$ cat src/include/pwd_pkg.sv
// constants and types shared by the program word decoder
// assumes one machine clock and a synchronous active-high general clear
`default_nettype none
package pwd_pkg;
   localparam int WORD_W     = 48;
   localparam int INSTR_W    = 24;
   localparam int OPC_W      = 6;
   localparam int DES_W      = 3;
   localparam int FUNC_W     = 9;
   localparam int ADDR_W     = 15;
   localparam int UPPER_LSB  = 24;
   localparam int LOWER_LSB  = 0;
   localparam int OPC_LSB    = 18;
   localparam int DES_LSB    = 15;
   localparam int CHAR_W     = 6;
   localparam int BANK_LOCS  = 16384;
   localparam logic [5:0] OPC_EXT_FUNC = 6'h3c;   // octal 74
   localparam logic [5:0] OPC_BAD_LOW  = 6'h00;   // octal 00
   localparam logic [5:0] OPC_BAD_HIGH = 6'h3f;   // octal 77
   localparam logic [5:0] OPC_JMP_A    = 6'h12;   // octal 22
   localparam logic [5:0] OPC_JMP_Q    = 6'h13;   // octal 23
   localparam logic [5:0] OPC_JMP_SEL  = 6'h3d;   // octal 75
   localparam logic [5:0] OPC_STOP_SEL = 6'h3e;   // octal 76
   localparam logic [5:0] OPC_RPL_LO   = 6'h38;   // octal 70
   localparam logic [5:0] OPC_RPL_HI   = 6'h3b;   // octal 73
   localparam logic [2:0] DES_SELECT   = 3'h0;
   localparam logic [2:0] DES_SENSE    = 3'h7;
   localparam int RET_BIT    = 2;                 // designator bit marking a return jump
   localparam int EXIT_LEAD  = 1;                 // cycles before the end that exit fires
   typedef enum logic [1:0] {PWD_IDLE, PWD_EXEC, PWD_WAIT} pwd_state_t;
   typedef enum logic [1:0] {PWD_ALU_PADD, PWD_ALU_MASK, PWD_ALU_EXT, PWD_ALU_PASS} pwd_alu_t;
endpackage
`default_nettype wire

$ cat src/hw/pwd_field_split.sv
// splits one 24-bit instruction into its fields and classes
// assumes the instruction is already selected from the word
`default_nettype none
module pwd_field_split (
   input  wire logic [23:0] instr,
   output logic      [5:0]  opcode,
   output logic      [2:0]  designator,
   output logic      [8:0]  func_code,
   output logic      [14:0] exec_addr,
   output logic      [7:0]  sub_form,
   output logic             is_jump,
   output logic             is_replace,
   output logic             is_illegal
);
   // slicing of the packed instruction, plus the subform and class decodes
   always_comb begin
      opcode     = instr[pwd_pkg::OPC_LSB +: pwd_pkg::OPC_W];
      designator = instr[pwd_pkg::DES_LSB +: pwd_pkg::DES_W];
      func_code  = instr[pwd_pkg::DES_LSB +: pwd_pkg::FUNC_W];
      exec_addr  = instr[0 +: pwd_pkg::ADDR_W];
      sub_form   = 8'h01 << designator;
      is_jump    = (opcode == pwd_pkg::OPC_JMP_A) || (opcode == pwd_pkg::OPC_JMP_Q)
                || (opcode == pwd_pkg::OPC_JMP_SEL) || (opcode == pwd_pkg::OPC_STOP_SEL);
      is_replace = (opcode >= pwd_pkg::OPC_RPL_LO) && (opcode <= pwd_pkg::OPC_RPL_HI);
      is_illegal = (opcode == pwd_pkg::OPC_BAD_LOW) || (opcode == pwd_pkg::OPC_BAD_HIGH);
   end
endmodule // pwd_field_split
`default_nettype wire

$ cat src/hw/pwd_program_word_decoder.sv
// program word decoder: sequences the two halves of a 48-bit word,
// exposes decoded fields, arithmetic helpers and a ready/resume channel
// assumes the control sequencer reports completion and skip conditions
`default_nettype none
module pwd_program_word_decoder #(
   parameter int WORD_W = pwd_pkg::WORD_W,
   parameter int CHAR_W = pwd_pkg::CHAR_W
) (
   input  wire logic              sys_clk,
   input  wire logic              reset,
   input  wire logic              general_clear,
   // new program word from storage
   input  wire logic              word_valid,
   input  wire logic [47:0]       word_in,
   input  wire logic [14:0]       word_addr,
   // control sequencer handshakes
   input  wire logic              seq_near_done,
   input  wire logic              seq_done,
   input  wire logic              skip_cond,
   input  wire logic              jump_taken,
   input  wire logic              fault_in,
   input  wire logic              fault_halt_en,
   output logic                   word_request,
   output logic                   seq_start,
   output logic                   exit_pulse,
   output logic                   half_sel,
   output logic                   busy,
   // decoded fields of the current instruction
   output logic      [5:0]        opcode,
   output logic      [2:0]        designator,
   output logic      [8:0]        func_code,
   output logic      [14:0]       exec_addr,
   output logic      [14:0]       upper_addr,
   output logic      [14:0]       lower_addr,
   output logic      [7:0]        sub_form,
   output logic                   ext_select,
   output logic                   ext_sense,
   output logic                   odd_bank_sel,
   output logic      [13:0]       bank_index,
   output logic      [14:0]       write_back_addr,
   output logic                   write_back_en,
   output logic      [14:0]       return_addr,
   output logic                   return_valid,
   output logic                   fault_flag,
   output logic                   halted,
   output logic                   int_request,
   // arithmetic helper
   input  wire logic [1:0]        alu_op,
   input  wire logic [47:0]       alu_a,
   input  wire logic [47:0]       alu_b,
   input  wire logic [4:0]        ext_width,
   output logic      [47:0]       alu_result,
   output logic                   alu_negative,
   // outgoing channel: this block sends
   output logic      [47:0]       chan_data,
   output logic                   chan_ready,
   input  wire logic              chan_resume,
   input  wire logic              chan_send,
   input  wire logic [47:0]       chan_send_data,
   input  wire logic              chan_char_mode,
   output logic                   chan_send_busy
);

   ////////////////////////////////////////////////////////////////////////////////
   // state
   typedef struct packed {
      pwd_pkg::pwd_state_t state;
      logic [47:0]         word;
      logic [14:0]         addr;
      logic                half;
      logic                skip_lower;
      logic                start;
      logic                exit_p;
      logic                fault;
      logic                halt;
      logic                irq;
      logic [14:0]         ret_addr;
      logic                ret_valid;
      logic [47:0]         chan_word;
      logic                chan_rdy;
      logic                chan_busy;
   } pwd_regs_t;

   pwd_regs_t r;
   pwd_regs_t next_r;

   logic [23:0] cur_instr;
   logic        cur_jump;
   logic        cur_replace;
   logic        cur_illegal;

   ////////////////////////////////////////////////////////////////////////////////
   // helpers

   // sign of a one's complement value is its top stage
   function automatic logic sign_of(input logic [47:0] v, input logic [4:0] w);
      logic [5:0] top;
      top = {1'b0, w};
      sign_of = v[top];
   endfunction

   // copy the sign bit of a w+1 bit field into every higher stage
   function automatic logic [47:0] sign_extend(input logic [47:0] v, input logic [4:0] w);
      logic [47:0] res;
      logic        s;
      res = v;
      s = sign_of(v, w);
      for (int i = 0; i < 48; i++) begin
         if (i > int'(w)) begin
            res[i] = s;
         end
      end
      sign_extend = res;
   endfunction

   // one instruction of the word: upper half when sel is low, lower half when high
   function automatic logic [23:0] half_of(input logic [47:0] w, input logic sel);
      logic [23:0] res;
      if (sel) begin
         res = w[pwd_pkg::LOWER_LSB +: pwd_pkg::INSTR_W];
      end else begin
         res = w[pwd_pkg::UPPER_LSB +: pwd_pkg::INSTR_W];
      end
      half_of = res;
   endfunction

   ////////////////////////////////////////////////////////////////////////////////
   // field split of the selected half
   always_comb begin
      cur_instr = half_of(r.word, r.half);
   end

   pwd_field_split u_split (
      .instr      (cur_instr),
      .opcode     (opcode),
      .designator (designator),
      .func_code  (func_code),
      .exec_addr  (exec_addr),
      .sub_form   (sub_form),
      .is_jump    (cur_jump),
      .is_replace (cur_replace),
      .is_illegal (cur_illegal)
   );

   ////////////////////////////////////////////////////////////////////////////////
   // sequencing of the two halves, exit overlap, faults and channel
   always_comb begin
      next_r        = r;
      next_r.start  = 1'b0;
      next_r.exit_p = 1'b0;
      case (r.state)
         pwd_pkg::PWD_IDLE: begin
            // a halted block takes no word until a clear
            if (word_valid && !r.halt) begin
               next_r.word       = word_in;
               next_r.addr       = word_addr;
               next_r.half       = 1'b0;
               next_r.skip_lower = 1'b0;
               next_r.start      = 1'b1;
               next_r.state      = pwd_pkg::PWD_EXEC;
            end
         end
         pwd_pkg::PWD_EXEC: begin
            // exit fires the cycle after near-done so the next sequence overlaps
            if (seq_near_done && !r.exit_p) begin
               next_r.exit_p = 1'b1;
            end
            // the skip is remembered so an early report from the sequencer still counts
            if (!r.half && skip_cond) begin
               next_r.skip_lower = 1'b1;
            end
            if (seq_done) begin
               if (!r.half && !jump_taken && !(r.skip_lower || skip_cond)) begin
                  next_r.half  = 1'b1;
                  next_r.start = 1'b1;
               end else begin
                  next_r.state = pwd_pkg::PWD_WAIT;
               end
               if (cur_jump && jump_taken) begin
                  // only the return forms leave a resume point behind
                  if (designator[pwd_pkg::RET_BIT]) begin
                     next_r.ret_addr  = r.addr + 15'h0001;
                     next_r.ret_valid = 1'b1;
                  end else begin
                     next_r.ret_valid = 1'b0;
                  end
               end
            end
         end
         pwd_pkg::PWD_WAIT: begin
            // one spare cycle lets the last sequence settle before a new word
            next_r.state = pwd_pkg::PWD_IDLE;
         end
         default: begin
            next_r.state = pwd_pkg::PWD_IDLE;
         end
      endcase

      // faults: sticky indicator, optional halt, interrupt request
      if (fault_in || (r.state == pwd_pkg::PWD_EXEC && cur_illegal)) begin
         next_r.fault = 1'b1;
         next_r.irq   = 1'b1;
         if (fault_halt_en) begin
            next_r.halt  = 1'b1;
            next_r.state = pwd_pkg::PWD_IDLE;
         end
      end

      // send side: ready once placed, next item only after resume
      if (r.chan_busy) begin
         if (chan_resume) begin
            next_r.chan_rdy  = 1'b0;
            next_r.chan_busy = 1'b0;
         end
      end else if (chan_send) begin
         // a character rides in the low stages with zeros above it
         next_r.chan_word = chan_char_mode ?
                            {{(WORD_W-CHAR_W){1'b0}}, chan_send_data[CHAR_W-1:0]}
                          : chan_send_data;
         next_r.chan_rdy  = 1'b1;
         next_r.chan_busy = 1'b1;
      end

      // general clear overrides every other update, a fault in the same cycle too
      if (general_clear) begin
         next_r = '0;
      end
   end

   // single register stage for the whole state
   always_ff @(posedge sys_clk) begin
      if (reset) begin
         r <= '0;
      end else begin
         r <= next_r;
      end
   end

   ////////////////////////////////////////////////////////////////////////////////
   // arithmetic helper, combinational
   always_comb begin
      case (pwd_pkg::pwd_alu_t'(alu_op))
         pwd_pkg::PWD_ALU_PADD: alu_result = alu_a ^ alu_b;
         pwd_pkg::PWD_ALU_MASK: alu_result = alu_a & alu_b;
         pwd_pkg::PWD_ALU_EXT:  alu_result = sign_extend(alu_a, ext_width);
         default:               alu_result = alu_a;
      endcase
      // the top stage of the full word is the sign; a narrower field is
      // only signed once it has been extended
      alu_negative = alu_result[WORD_W-1];
   end

   ////////////////////////////////////////////////////////////////////////////////
   // outputs
   always_comb begin
      word_request    = (r.state == pwd_pkg::PWD_IDLE) && !r.halt;
      seq_start       = r.start;
      exit_pulse      = r.exit_p;
      half_sel        = r.half;
      busy            = (r.state != pwd_pkg::PWD_IDLE);

      // both address halves come straight from the held word
      upper_addr      = r.word[pwd_pkg::UPPER_LSB +: pwd_pkg::ADDR_W];
      lower_addr      = r.word[pwd_pkg::LOWER_LSB +: pwd_pkg::ADDR_W];

      // subforms of the external function code
      ext_select      = (opcode == pwd_pkg::OPC_EXT_FUNC)
                     && (designator == pwd_pkg::DES_SELECT);
      ext_sense       = (opcode == pwd_pkg::OPC_EXT_FUNC)
                     && (designator == pwd_pkg::DES_SENSE);

      // the low address bit picks the storage unit, the rest indexes it
      odd_bank_sel    = exec_addr[0];
      bank_index      = exec_addr[14:1];

      // replace forms write back where their operand came from
      write_back_addr = exec_addr;
      write_back_en   = cur_replace && (r.state == pwd_pkg::PWD_EXEC);

      // sticky levels straight from the registered state
      return_addr     = r.ret_addr;
      return_valid    = r.ret_valid;
      fault_flag      = r.fault;
      halted          = r.halt;
      int_request     = r.irq;

      // channel outputs stand until the receiver resumes
      chan_data       = r.chan_word;
      chan_ready      = r.chan_rdy;
      chan_send_busy  = r.chan_busy;
   end

endmodule // pwd_program_word_decoder
`default_nettype wire

$ cat config.mk
export PLATFORM = sky130hd
export DESIGN_NAME = pwd_program_word_decoder
export DESIGN_NICKNAME = d
export VERILOG_FILES = /design/src/include/pwd_pkg.sv /design/src/hw/pwd_field_split.sv /design/src/hw/pwd_program_word_decoder.sv
export SDC_FILE = /design/constraint.sdc
export NUM_CORES = 1
export LEC_CHECK = 0
export ABC_AREA = 1
export BUFFER_PORTS_ARGS = -buffer_cell sky130_fd_sc_hd__buf_2
export CAP_MARGIN = 30
export CORE_AREA = 2 2 177 179
export DETAILED_ROUTE_END_ITERATION = 8
export DIE_AREA = 0 0 179 181
export GPL_ROUTABILITY_DRIVEN = 1
export PLACE_DENSITY_LB_ADDON = 0.1
export SYNTH_ARGS = -nofsm -noshare
export SYNTH_HDL_FRONTEND = slang
export SYNTH_SLANG_ARGS = --single-unit
$ cat constraint.sdc
create_clock -name sys_clk -period 8.1 [get_ports sys_clk]
set_input_delay 2.43 -clock sys_clk [delete_from_list [all_inputs] [get_ports sys_clk]]
set_output_delay 2.43 -clock sys_clk [all_outputs]
set_load 0.005 [all_outputs]
Word-level counts from Yosys, hierarchy flattened
Index checks and enable logic that the tools add are counted.

Register bits after elaboration: 137. Bits of input ports: 227. Output and inout port bits: 227. Logic and storage cells: 162.

Add/subtract/negate cells: 1. $lt $le $gt $ge: 34. Equality and inequality tests: 15. Shift operators: 1. Mux-type cells: 53. Bitwise logic cells: 4. Reduce and logical (&&, ||, !) cells: 40.

Operators by type and width (number): case mux 48 bit (3 select lines) (1); greater-than comparator 5 bit (first input constant) (16); two-way mux 68 bit (1); AND 48 bit (1); two-way mux 48 bit (1); XOR 48 bit (1); greater-than comparator 4 x 5 -> 1 bit (first input constant) (8); two-way mux 1 bit (39); equality test 6 bit (second input constant) (4); two-way mux 24 bit (1); greater-than comparator 3 x 5 -> 1 bit (first input constant) (4); adder 15 x 1 -> 15 bit (second input constant) (1); two-way mux 2 bit (7); equality test 6 x 5 -> 1 bit (second input constant) (2); logical AND 1 bit (12); greater-than comparator 2 x 5 -> 1 bit (first input constant) (2); inequality test 2 bit (second input constant) (5); AND reduction 2 bit (4); AND reduction 4 bit (2); left shift 1 x 3 -> 8 bit (first input constant) (1); less-than comparator 5 x 7 -> 1 bit (second input constant) (1); greater-or-equal comparator 6 bit (second input constant) (1); <= comparator 6 bit (second input constant) (1); zero test 6 bit (1); other kinds (16) (31).

Depth between registers and ports, before layout
Gate-level depths: netlist of run 1.

Depth after elaboration: 8. Mapped depth: 16. Depth with buffers taken out: 13.

By module
Synthesis of run 1 repeated with hierarchy kept, for this count alone.

Cells, all modules: 1418. Area total of the unflattened synthesis: 9484.1 um^2.

Modules (own cells, without submodules): pwd_program_word_decoder (times used 1, cells each 1356, area an instance 9091.2 um^2, sequential area each 2742.6 um^2); pwd_field_split (times used 1, cells each 62, area an instance 392.9 um^2, sequential area each 0.0 um^2).

Least setup slack after synthesis of run 1
No wires, ideal clock.

Path kind: input -> output. Start point: input ext_width[0]. End point: output alu_result[47]. Arrival: 3.746 ns. Data required time: 5.670 ns. Slack: 1.924 ns. Stages: 15. Buffers on the path: 4. Path through: buf_6 inv_6 buf_6 nand2_1 nand2_1 nand2_1 nand2_1 nand2_1 nand2_1 nor2_2 nand2_4 nand3_4 buf_6 a21oi_1 buf_4.

Longest elaborated chain between the ends: 3.

Ends and longest elaborated chain: start: declaration (line pwd_program_word_decoder.sv:51) `input wire logic [4:0] ext_width,`; binary-select mux 1 bit (select 5 bit) (line pwd_program_word_decoder.sv:99) `sign_of = v[top];`; two-way mux 1 bit (not written as such) (line pwd_program_word_decoder.sv:99); case mux 48 bit (3 select lines) (line pwd_program_word_decoder.sv:242) `case (pwd_pkg::pwd_alu_t'(alu_op))`; end: declaration (line pwd_program_word_decoder.sv:52) `output logic [47:0] alu_result,`.

Every way passes these cells. The select of a mux whose other input is x is not followed.

Worst setup path after layout of run 1
Start point: input ext_width[0]. End point: output alu_result[27].

Longest elaborated chain between the ends: 4. Elaborated cells on any way between the ends: 5. Classes of those cells: 1 x order compare; 4 x mux.

Ends and longest elaborated chain: binary-select mux 1 bit (select 5 bit) (line pwd_program_word_decoder.sv:99); two-way mux 1 bit (not written as such) (line pwd_program_word_decoder.sv:99); two-way mux 1 bit * (line pwd_program_word_decoder.sv:109) `if (i > int'(w)) begin`; case mux 48 bit (3 select lines) * (line pwd_program_word_decoder.sv:242).

Every way passes the cells marked *; elsewhere a longest branch is shown, timed or not. The select of a mux whose other input is x is not followed.

==> results of run 1 <==
==> area by class of cell <==
class	count	area [um2]
fillers	3425	18800
multi-input cells	955	4920
flip-flops and latches	137	2740
repair buffers	468	2390
well taps	396	495
clock buffers	18	439
inverters	100	388
clock inverters	14	178
diodes	3	7.51
==> kinds of logic after synthesis <==
group                    after synthesis  synth area share [%]
AND/OR/NAND/NOR                      612                  26.6
XOR/XNOR                              12                  1.12
AO/OA/AOI/OAI                        282                  17.6
flip-flops                           137                  29.1
adder cells (fa/ha/maj)               49                  6.51
buffers and inverters                315                  19.0
==> how the worst min path moves through the flow <==
stage                          start               endpoint  slack, ns  cells after the start
5_1_grt        exit_pulse$_SDFF_PP0_  exit_pulse$_SDFF_PP0_       0.46                      1
3_5_place_dp   exit_pulse$_SDFF_PP0_  exit_pulse$_SDFF_PP0_       0.42                      1
3_3_place_gp   exit_pulse$_SDFF_PP0_  exit_pulse$_SDFF_PP0_       0.40                      1
2_1_floorplan  exit_pulse$_SDFF_PP0_  exit_pulse$_SDFF_PP0_       0.42                      1
4_1_cts        exit_pulse$_SDFF_PP0_  exit_pulse$_SDFF_PP0_       0.42                      1
6_report       exit_pulse$_SDFF_PP0_  exit_pulse$_SDFF_PP0_       0.42                      1
==> power by group through the flow <==
| stage | logic, uW | clock network (uW) | registers (uW) |
|---|---|---|---|
| global placement | 399 | 0 | 726 |
| finish | 397 | 822 | 711 |
| detailed placement | 402 | 0 | 726 |
| global route | 451 | 870 | 713 |
| CTS | 404 | 846 | 711 |
| floorplan | 245 | 0 | 722 |
==> stage by stage <==
stage | instance area [um2] | setup WS (ns)
final | 11600 | 1.54
after global routing | 11600 | 1.34
after CTS | 11600 | 1.50
after detailed placement | 10900 | 1.50
after global placement | 10900 | 1.50
after floorplan | 9420 | 1.92
==> state kept, by name, indices dropped and copies added (netlist names) <==
name,flops
int_request,1
seq_start,1
chan_data,48
return_addr,15
chan_ready,1
half_sel,1
r,36
lower_addr,15
exit_pulse,1
chan_send_busy,1
halted,1
return_valid,1
upper_addr,15
==> cell usage in the layout (no fill, tap or decap), types with 8 or more instances in the layout <==
cell type,Yosys,layout
buf_2,9,453
nand2_1,283,282
nor2_1,235,231
dfxtp_1,137,137
a21oi_1,112,112
o21ai_0,97,97
inv_1,94,93
nand3_1,59,59
ha_1,49,49
a221oi_1,44,44
clkbuf_16,0,17
buf_4,134,14
a21oi_2,11,11
xor2_1,11,11
nor3_1,9,9
o21ai_1,8,8
==> critical path, delay by kind of cell <==
kind / cells / cell delay [ns]
and+or+nand+nor: 10 / 0.85
buffers and inverters: 3 / 0.63
AOI/OAI and AO/OA: 1 / 0.21
==> layer usage <==
layer	track usage, %	part of all wire [%]	vias to the layer above	wire length (um)
li1	-	-	5014	-
met1	25.3	42	4530	14600
met2	36.0	49	339	16900
met3	5.13	7.1	44	2470
met4	5.14	1.9	8	659
met5	0	0.12	-	43
==> metrics.txt, run 1 <==
CP Cell Sequence buf_2 > inv_6 > nand2_1 > nand3_1 > nand2_1 > nand2_1 > nand2_1 > nor2_4 > nand2_4 > nand2_8 > nand2_1 > nand2_1 > a21oi_1 > buf_2; Post-synth EDFFs 0; vias in the first global route 9353; site row count 64; largest net degree at the start of global routing 76; Tot Pwr just under 2000 uW; top cells by count, synth nand2_1, nor2_1, dfxtp_1; clk slew on worst S/H paths 0.06 ns; maxcap violations 0; quantity of hold-fixing buffers added after cts 0; P_int 1330 uW; most common flop cell mapped by yosys dfxtp_1; total wire length 34700 um; drt via density 4.75; Slowest cell on crit path buf_2; cell count after synthesis roughly 1400; Fmax 0.152 GHz; Setup crit end alu_result[27]; Synth Cell Area 9420 um2; crit-path most repeated cell nand2_1; Cells after DPL 2056; Flop pwr share 36.8%; Switching Share 30.9%; clock sinks 137; hpwl dp 26200 um; Power Density 167 nW/um2; Max stage delay on crit path between 0.3 and 0.4 ns; Syn-to-layout area delta 22.7%; GRT Total Usage 20.7%; R2R setup slack 5.64 ns; WS Path Type primary input to primary output; most frequent cell after synthesis nand2_1; die boundary width 179 um; Final nets 1955; gpl congestion between 0.8 and 0.9; 1st-iter DRT viols around 610; Yosys reg bits 137; synth top area cells dfxtp_1, nand2_1, buf_4, nor2_1, ha_1; CTS tree yes; worst r2r path cells 11; Synth area leader dfxtp_1; final core utilization 38.1%; cell chosen for the clock root clkbuf_16; post-route ant nets 0; Slew Limit Fails 0; syn nets 1683; Final period util roughly four fifths; Final setup viols 0; io pins 454; IO Port Bufs 453; Leak 0.00599 uW; Fin. Hold Viols 0; critical path launch point ext_width[0]; post-synth top area share 29.1%; Clk pwr share 42.6%; Hold Crit Class register to register; Worst-Skew Late Latency 0.42 ns; Crit Path Max Fanout 27; grt total ovfl 0; Max rail drop VDD 0.110 mV; H-tree depth 4; synthesized area per cell 6.70 um2; worst r2r src half_sel$_SDFFE_PP0P_; Die Y 181 um; CTS max path bufs 2; CP Capture Type primary output; RSZ-0062 raised after global routing false; Relative slew margins 41.0%; via count around 9900; capture point of the worst reg-to-reg path return_addr[1]$_SDFFE_PP0P_; switching pwr 596 uW; CP required 5.67 ns; Netlist cell types 39; WHS 0.420 ns; setup TNS 0 ns; Worst EP arrival 4.13 ns; Logic pwr share 20.6%; status finished clean; # resized after CTS 0; drt drc 0; antenna violations before repair 7; Avg WL per Cell roughly 17 um; core footprint 30300 um2; yosys warns 0; First-pass DRT Iterations 4; Least-Margin Pin Slew 0.882 ns; first-pass GRT wire length around 53000 um; min Tclk post-route 6.56 ns; Startpoint Class primary input; sequential fraction of the synthesis area roughly 29%; cts bufs inserted 17; Die ar. 32400 um2; clock skew 0.0165 ns; Initial Util between 30% and 40%; post-CTS setup buffers 0; share of post-route cells with drive strength above 1 32.1%; final std cells w/o fill 2091; fraction of registers with async set or reset after synthesis 0%
No activity file was read; power rests on OpenSTA's default activity.
==> run 2, diff against run 1 <==
--- a/config.mk
+++ b/config.mk
@@ -8,9 +8,9 @@
 export ABC_AREA = 1
 export BUFFER_PORTS_ARGS = -buffer_cell sky130_fd_sc_hd__buf_2
 export CAP_MARGIN = 30
-export CORE_AREA = 2 2 177 179
+export CORE_AREA = 2 2 175 177
 export DETAILED_ROUTE_END_ITERATION = 8
-export DIE_AREA = 0 0 179 181
+export DIE_AREA = 0 0 177 179
 export GPL_ROUTABILITY_DRIVEN = 1
 export PLACE_DENSITY_LB_ADDON = 0.1
 export SYNTH_ARGS = -nofsm -noshare
==> constraint.sdc (replaced) <==
create_clock -name sys_clk -period 5.85 [get_ports sys_clk]
set_input_delay 1.755 -clock sys_clk [delete_from_list [all_inputs] [get_ports sys_clk]]
set_output_delay 1.755 -clock sys_clk [all_outputs]
set_load 0.005 [all_outputs]
==> run 2 against run 1 <==
Compared with the run above: cell count did not move; flip-flop and latch count unchanged; die area decreased by 2.2%; setup slack worse by 1.0 ns; non-clock buffer count did not move; clock skew grew 0.0043 ns; hold slack worse by 0.0044 ns; critical path depth unchanged; clock power grew 33%; sequential power is 38% higher; clock-buffer cell count decreased by 1; critical path type unchanged.
==> metrics.txt, run 2 (same netlist as run 1, synthesis figures left out) <==
Relative slew margins 51.1% (+10 points); Crit path depth 14 (unchanged); gpl congestion 0.906 (+1.8%); site row count 64 (unchanged); Slew Limit Fails 0 (unchanged); CTS tree yes; Final setup viols 0 (unchanged); hpwl dp 25700 um (-1.7%); post-route ant nets 0 (unchanged); WHS Path Cells 1 (unchanged); CP Cell Sequence buf_2 > inv_6 > nand2_1 > nand3_1 > nand2_1 > nand2_1 > nand2_1 > nor2_4 > nand2_4 > nand2_8 > nand2_1 > nand2_1 > a21oi_1 > buf_2; vias in the first global route 8994 (-3.8%); clock sinks 137 (unchanged); worst r2r path cells 11 (unchanged); Final period util 91.2%; total wire length 34000 um (-1.8%); Fmax 0.187 GHz; hold_sp exit_pulse$_SDFF_PP0_; Leak 0.00598 uW (-0.24%); H-tree depth 4 (unchanged); First-pass DRT Iterations 7 (+3); WS Path Type primary input to primary output; Avg WL per Cell 16.3 um (-1.8%); capture point of the worst reg-to-reg path return_addr[1]$_SDFFE_PP0P_; 1st-iter DRT viols 565 (-7.5%); critical path launch point ext_width[0]; clock skew 0.0208 ns (+0.00431 ns); RSZ-0062 raised after global routing false; first-pass GRT wire length 51100 um (-2.7%); Worst EP arrival 3.58 ns (-0.55 ns); Hold Crit Class register to register; core footprint 30000 um2 (-1.1%); Slowest cell on crit path buf_2; Final nets 1955 (unchanged); WHS 0.415 ns (-0.00439 ns); R2R setup slack 3.50 ns (-2.14 ns); drt drc 0 (unchanged); final instance area 11500 um2 (-0.13%); Power Density 228 nW/um2 (+36%); # resized after CTS 0 (unchanged); IO Port Bufs 453 (unchanged); die boundary width 177 um (-1.1%); Max rail drop VDD 0.172 mV (+57%); io pins 454 (unchanged); setup TNS 0 ns (unchanged); GRT Total Usage 20.5% (-0.14 points); Max stage delay on crit path 0.34 ns (about the same); via count 9826 (-1.1%); commonest non-fill, non-tap cell in the layout buf_2; Die Y 179 um (-1.1%); quantity of hold-fixing buffers added after cts 0 (unchanged); grt total ovfl 0 (unchanged); CP Capture Type primary output; Placement Cell Area 10900 um2 (+0.12%); CP required 4.09 ns (-1.58 ns); post-CTS setup buffers 0 (unchanged); Tot Pwr 2630 uW (+36%); most frequent cells in the layout buf_2, nand2_1, nor2_1, dfxtp_1, a21oi_1; Place WS 0.461 ns (-1.04 ns); worst r2r src half_sel$_SDFFE_PP0P_; cts bufs inserted 17 (unchanged); max reg flops 48 (unchanged); drt via density 4.70 (-1.1%); Endpoint, Worst Hold exit_pulse$_SDFF_PP0_; setup ws final 0.516 ns (-1.02 ns); cell chosen for the clock root clkbuf_16; Startpoint Class primary input; Fin. Hold Viols 0 (unchanged); Die ar. 31700 um2 (-2.2%); Syn-to-layout area delta 22.6%; clk slew on worst S/H paths 0.06 ns (about the same); antenna violations before repair 4 (-3); maxcap violations 0 (unchanged); CTS max path bufs 2 (unchanged); delay-heaviest family, CP simple AND/OR/NAND/NOR gates; Crit Path Max Fanout 27 (unchanged); share of post-route cells with drive strength above 1 32.0% (-0.099 points); Initial Util 31.4% (+0.33 points); largest net degree at the start of global routing 75 (-1.3%); WP buf/inv 3 (unchanged); crit-path most repeated cell nand2_1; status finished clean; min Tclk post-route 5.33 ns; Worst-Skew Late Latency 0.42 ns (about the same); Least-Margin Pin Slew 0.732 ns (-0.150 ns)
[run 2: cell count changes in the layout (fill, tap and decap cells not counted)]
cell | previous run | this run
inv_6 | 7 | 8
clkinv_2 | 0 | 1
buf_4 | 14 | 13
clkbuf_8 | 1 | 0
inv_2 | 3 | 2
inv_8 | 3 | 1
clkinv_8 | 1 | 0
buf_12 | 1 | 2
clkinv_4 | 1 | 2
clkinv_1 | 1 | 2
diode_2 | 3 | 4
[run 2: worst max-delay path by stage]
stage / to / slack (ns)
after floorplan: alu_result[47] / 1.02
after global placement: alu_result[2] / 0.46
after detailed placement: alu_result[2] / 0.46
after CTS: alu_result[2] / 0.44
after global routing: alu_result[2] / 0.30
final: alu_result[2] / 0.52
[run 2: where the power goes]
part,switching [uW],total [uW],internal [uW]
registers,20.4,984,963
clock network,455,1090,638
logic,328,552,223
total,804,2630,1820
[run 2: cell type report]
class,count,area [um2]
Timing Repair Buffer,468,2400
Antenna cell,4,10.0
Fill cell,3367,18500
Multi-Input combinational cell,955,4920
Clock buffer,17,425
Sequential cell,137,2740
Clock inverter,14,161
Tap cell,396,495
Inverter,100,388
[run 2: layer usage]
layer | vias to the layer above | part of all wire, % | track usage (%) | wire, um
li1 | 5004 | - | - | -
met1 | 4456 | 44 | 25.8 | 14800
met2 | 335 | 48 | 35.8 | 16400
met3 | 29 | 6.5 | 4.52 | 2200
met4 | 2 | 1.6 | 4.48 | 539
met5 | - | 0.038 | 0 | 13
[run 2: through the flow]
step | utilization, % | cells
final | 38.5 | 2091
after global routing | 38.4 | 2088
after CTS | 38.4 | 2087
after detailed placement | 36.5 | 2056
after global placement | 36.5 | 2056
after floorplan | - | 1407
[run 2: worst reg2reg max path: stages, from the launching register on]
cell	delay, ns
dfxtp_1	0.40
buf_4	0.35
nand2_1	0.10
nand2_1	0.20
nor2_1	0.10
inv_1	0.06
nand2_1	0.08
o21ai_4	0.20
nand3_4	0.25
inv_2	0.31
o21ai_0	0.11
nor2_1	0.11
==> run 3, diff against run 2 <==
--- a/config.mk
+++ b/config.mk
@@ -6,7 +6,7 @@
 export NUM_CORES = 1
 export LEC_CHECK = 0
 export ABC_AREA = 1
-export BUFFER_PORTS_ARGS = -buffer_cell sky130_fd_sc_hd__buf_2
+export BUFFER_PORTS_ARGS = -buffer_cell sky130_fd_sc_hd__clkbuf_2
 export CAP_MARGIN = 30
 export CORE_AREA = 2 2 175 177
 export DETAILED_ROUTE_END_ITERATION = 8
==> run 3 against run 2 <==
Compared with the run above: global-route usage fell by 0.22 points; sequential power about the same; critical path depth rose by 1; critical path type unchanged; largest cell class unchanged.
==> metrics.txt, run 3 (same netlist as run 1, synthesis figures left out) <==
status finished clean; GRT Total Usage 20.3% (-0.22 points); antenna violations before repair 4 (unchanged); CTS max path bufs 2 (unchanged); maxcap violations 0 (unchanged); most frequent cells in the layout clkbuf_2, nand2_1, nor2_1, dfxtp_1, a21oi_1; IO Port Bufs 453 (unchanged); Initial Util 31.4% (unchanged); Crit Path Max Fanout 27 (unchanged); H-tree depth 4 (unchanged); worst r2r src half_sel$_SDFFE_PP0P_; fillcell total 3397 (+0.89%); site row count 64 (unchanged); min Tclk post-route 5.27 ns (-0.0613 ns); Hold Crit Class register to register; CP Cell Sequence clkbuf_2 > inv_6 > nand2_1 > nand2_1 > nand2_1 > nand2_1 > nand2_1 > nand2_1 > nor2_4 > nand2_4 > nand2_8 > nand2_1 > nand2_1 > a21oi_1 > clkbuf_2; max reg flops 48 (unchanged); largest net degree at the start of global routing 75 (unchanged); WP buf/inv 3 (unchanged); drt drc 0 (unchanged); Placement Cell Area 11000 um2 (+0.18%); Power Density 223 nW/um2 (-1.8%); commonest non-fill, non-tap cell in the layout clkbuf_2; quantity of hold-fixing buffers added after cts 0 (unchanged); First-pass DRT Iterations 5 (-2); met1 WL 14200 um (-4.7%); Syn-to-layout area delta 22.5% (about the same); Max rail drop VDD 0.192 mV (+12%); 1st-iter DRT viols 519 (-8.1%); # resized after CTS 0 (unchanged); hpwl dp 25700 um (about the same); crit-path most repeated cell nand2_1; Slowest cell on crit path clkbuf_2; Met3 Wirelength 2400 um (+9.2%); core footprint 30000 um2 (unchanged); R2R setup slack 3.49 ns (about the same); CP required 4.09 ns (about the same); Final period util 90.1% (-1.0 points); drt via density 4.67 (-0.66%); worst r2r path cells 11 (unchanged); share of post-route cells with drive strength above 1 32.2% (+0.24 points); RSZ-0062 raised after global routing false; Least-Margin Pin Slew 0.691 ns (-0.0412 ns); metal2 WL 16400 um (-0.21%); Worst EP arrival 3.52 ns (-0.06 ns); setup TNS 0 ns (unchanged); post-route ant nets 0 (unchanged); Final nets 1961 (+0.31%); hold_sp exit_pulse$_SDFF_PP0_; final instance area 11500 um2 (about the same); die boundary width 177 um (unchanged); delay-heaviest family, CP simple AND/OR/NAND/NOR gates; gpl congestion 0.858 (-5.2%); Die Y 179 um (unchanged); cell chosen for the clock root clkbuf_16; total wire length 33500 um (-1.4%); Endpoint, Worst Hold exit_pulse$_SDFF_PP0_; vias in the first global route 9189 (+2.2%); WHS Path Cells 1 (unchanged); Avg WL per Cell 16.0 um (-1.6%); Max stage delay on crit path 0.28 ns (-0.06 ns); Die ar. 31700 um2 (unchanged); clk slew on worst S/H paths 0.06 ns (about the same); Fin. Hold Viols 0 (unchanged); cts bufs inserted 17 (unchanged); clock skew 0.0164 ns (-0.00444 ns); CTS tree yes; CP Capture Type primary output; Startpoint Class primary input; clock sinks 137 (unchanged); Worst-Skew Late Latency 0.41 ns (about the same); via count 9780 (-0.47%); grt total ovfl 0 (unchanged); WS Path Type primary input to primary output; Final setup viols 0 (unchanged); Leak 0.00590 uW (-1.2%); capture point of the worst reg-to-reg path return_addr[1]$_SDFFE_PP0P_; Fmax 0.190 GHz (+1.2%); post-CTS setup buffers 0 (unchanged); first-pass GRT wire length 50900 um (-0.40%); Slew Limit Fails 0 (unchanged); Relative slew margins 53.9% (+2.8 points); DR top layer met5; io pins 454 (unchanged)
[run 3: cell count changes in the layout (fill, tap and decap cells not counted), sizes merged]
cell	previous run	this run
clkbuf	17	472
buf	468	21
inv	105	102
clkinv	5	7
diode	4	2
bufinv	2	1
[run 3: layout make-up]
type,instances,area (um2),area share [%]
timing repair buffer,474,2420,21.0
clock inverter,12,119,1.03
multi-input combinational,955,4920,42.6
sequential,137,2740,23.8
tap,396,495,4.29
inverter,100,388,3.36
clock buffer,19,443,3.84
antenna,2,5.00,0.0434
[run 3: how the worst max path moves through the flow]
stage	endpoint	slack (ns)	start	depth (start not counted)
after floorplan	alu_result[47]	1.02	ext_width[0]	15
after global placement	alu_result[2]	0.51	ext_width[0]	15
after detailed placement	alu_result[2]	0.55	ext_width[0]	15
after CTS	alu_result[2]	0.55	ext_width[0]	15
after global routing	alu_result[2]	0.37	ext_width[0]	15
final	alu_result[13]	0.58	ext_width[0]	15
[run 3: layer usage]
metal / vias up / track usage (%)
li1: 5018 / -
met1: 4389 / 24.5
met2: 331 / 35.7
met3: 38 / 5.51
met4: 4 / 4.96
met5: - / 0
[run 3: power breakdown]
part | switching (uW) | total [uW] | internal [uW]
clock | 444 | 1040 | 601
combinational | 326 | 549 | 223
sequential | 21.1 | 985 | 964
[run 3: metrics by stage]
stage	setup WS, ns	hold slack (ns)	utilization [%]	total power (uW)	cells
after floorplan	1.02	0.421	-	1340	1407
after global placement	0.511	0.407	36.5	1560	2062
after detailed placement	0.547	0.413	36.5	1560	2062
after CTS	0.551	0.422	38.4	2630	2093
after global routing	0.372	0.448	38.4	2730	2093
final	0.577	0.423	38.4	2580	2095
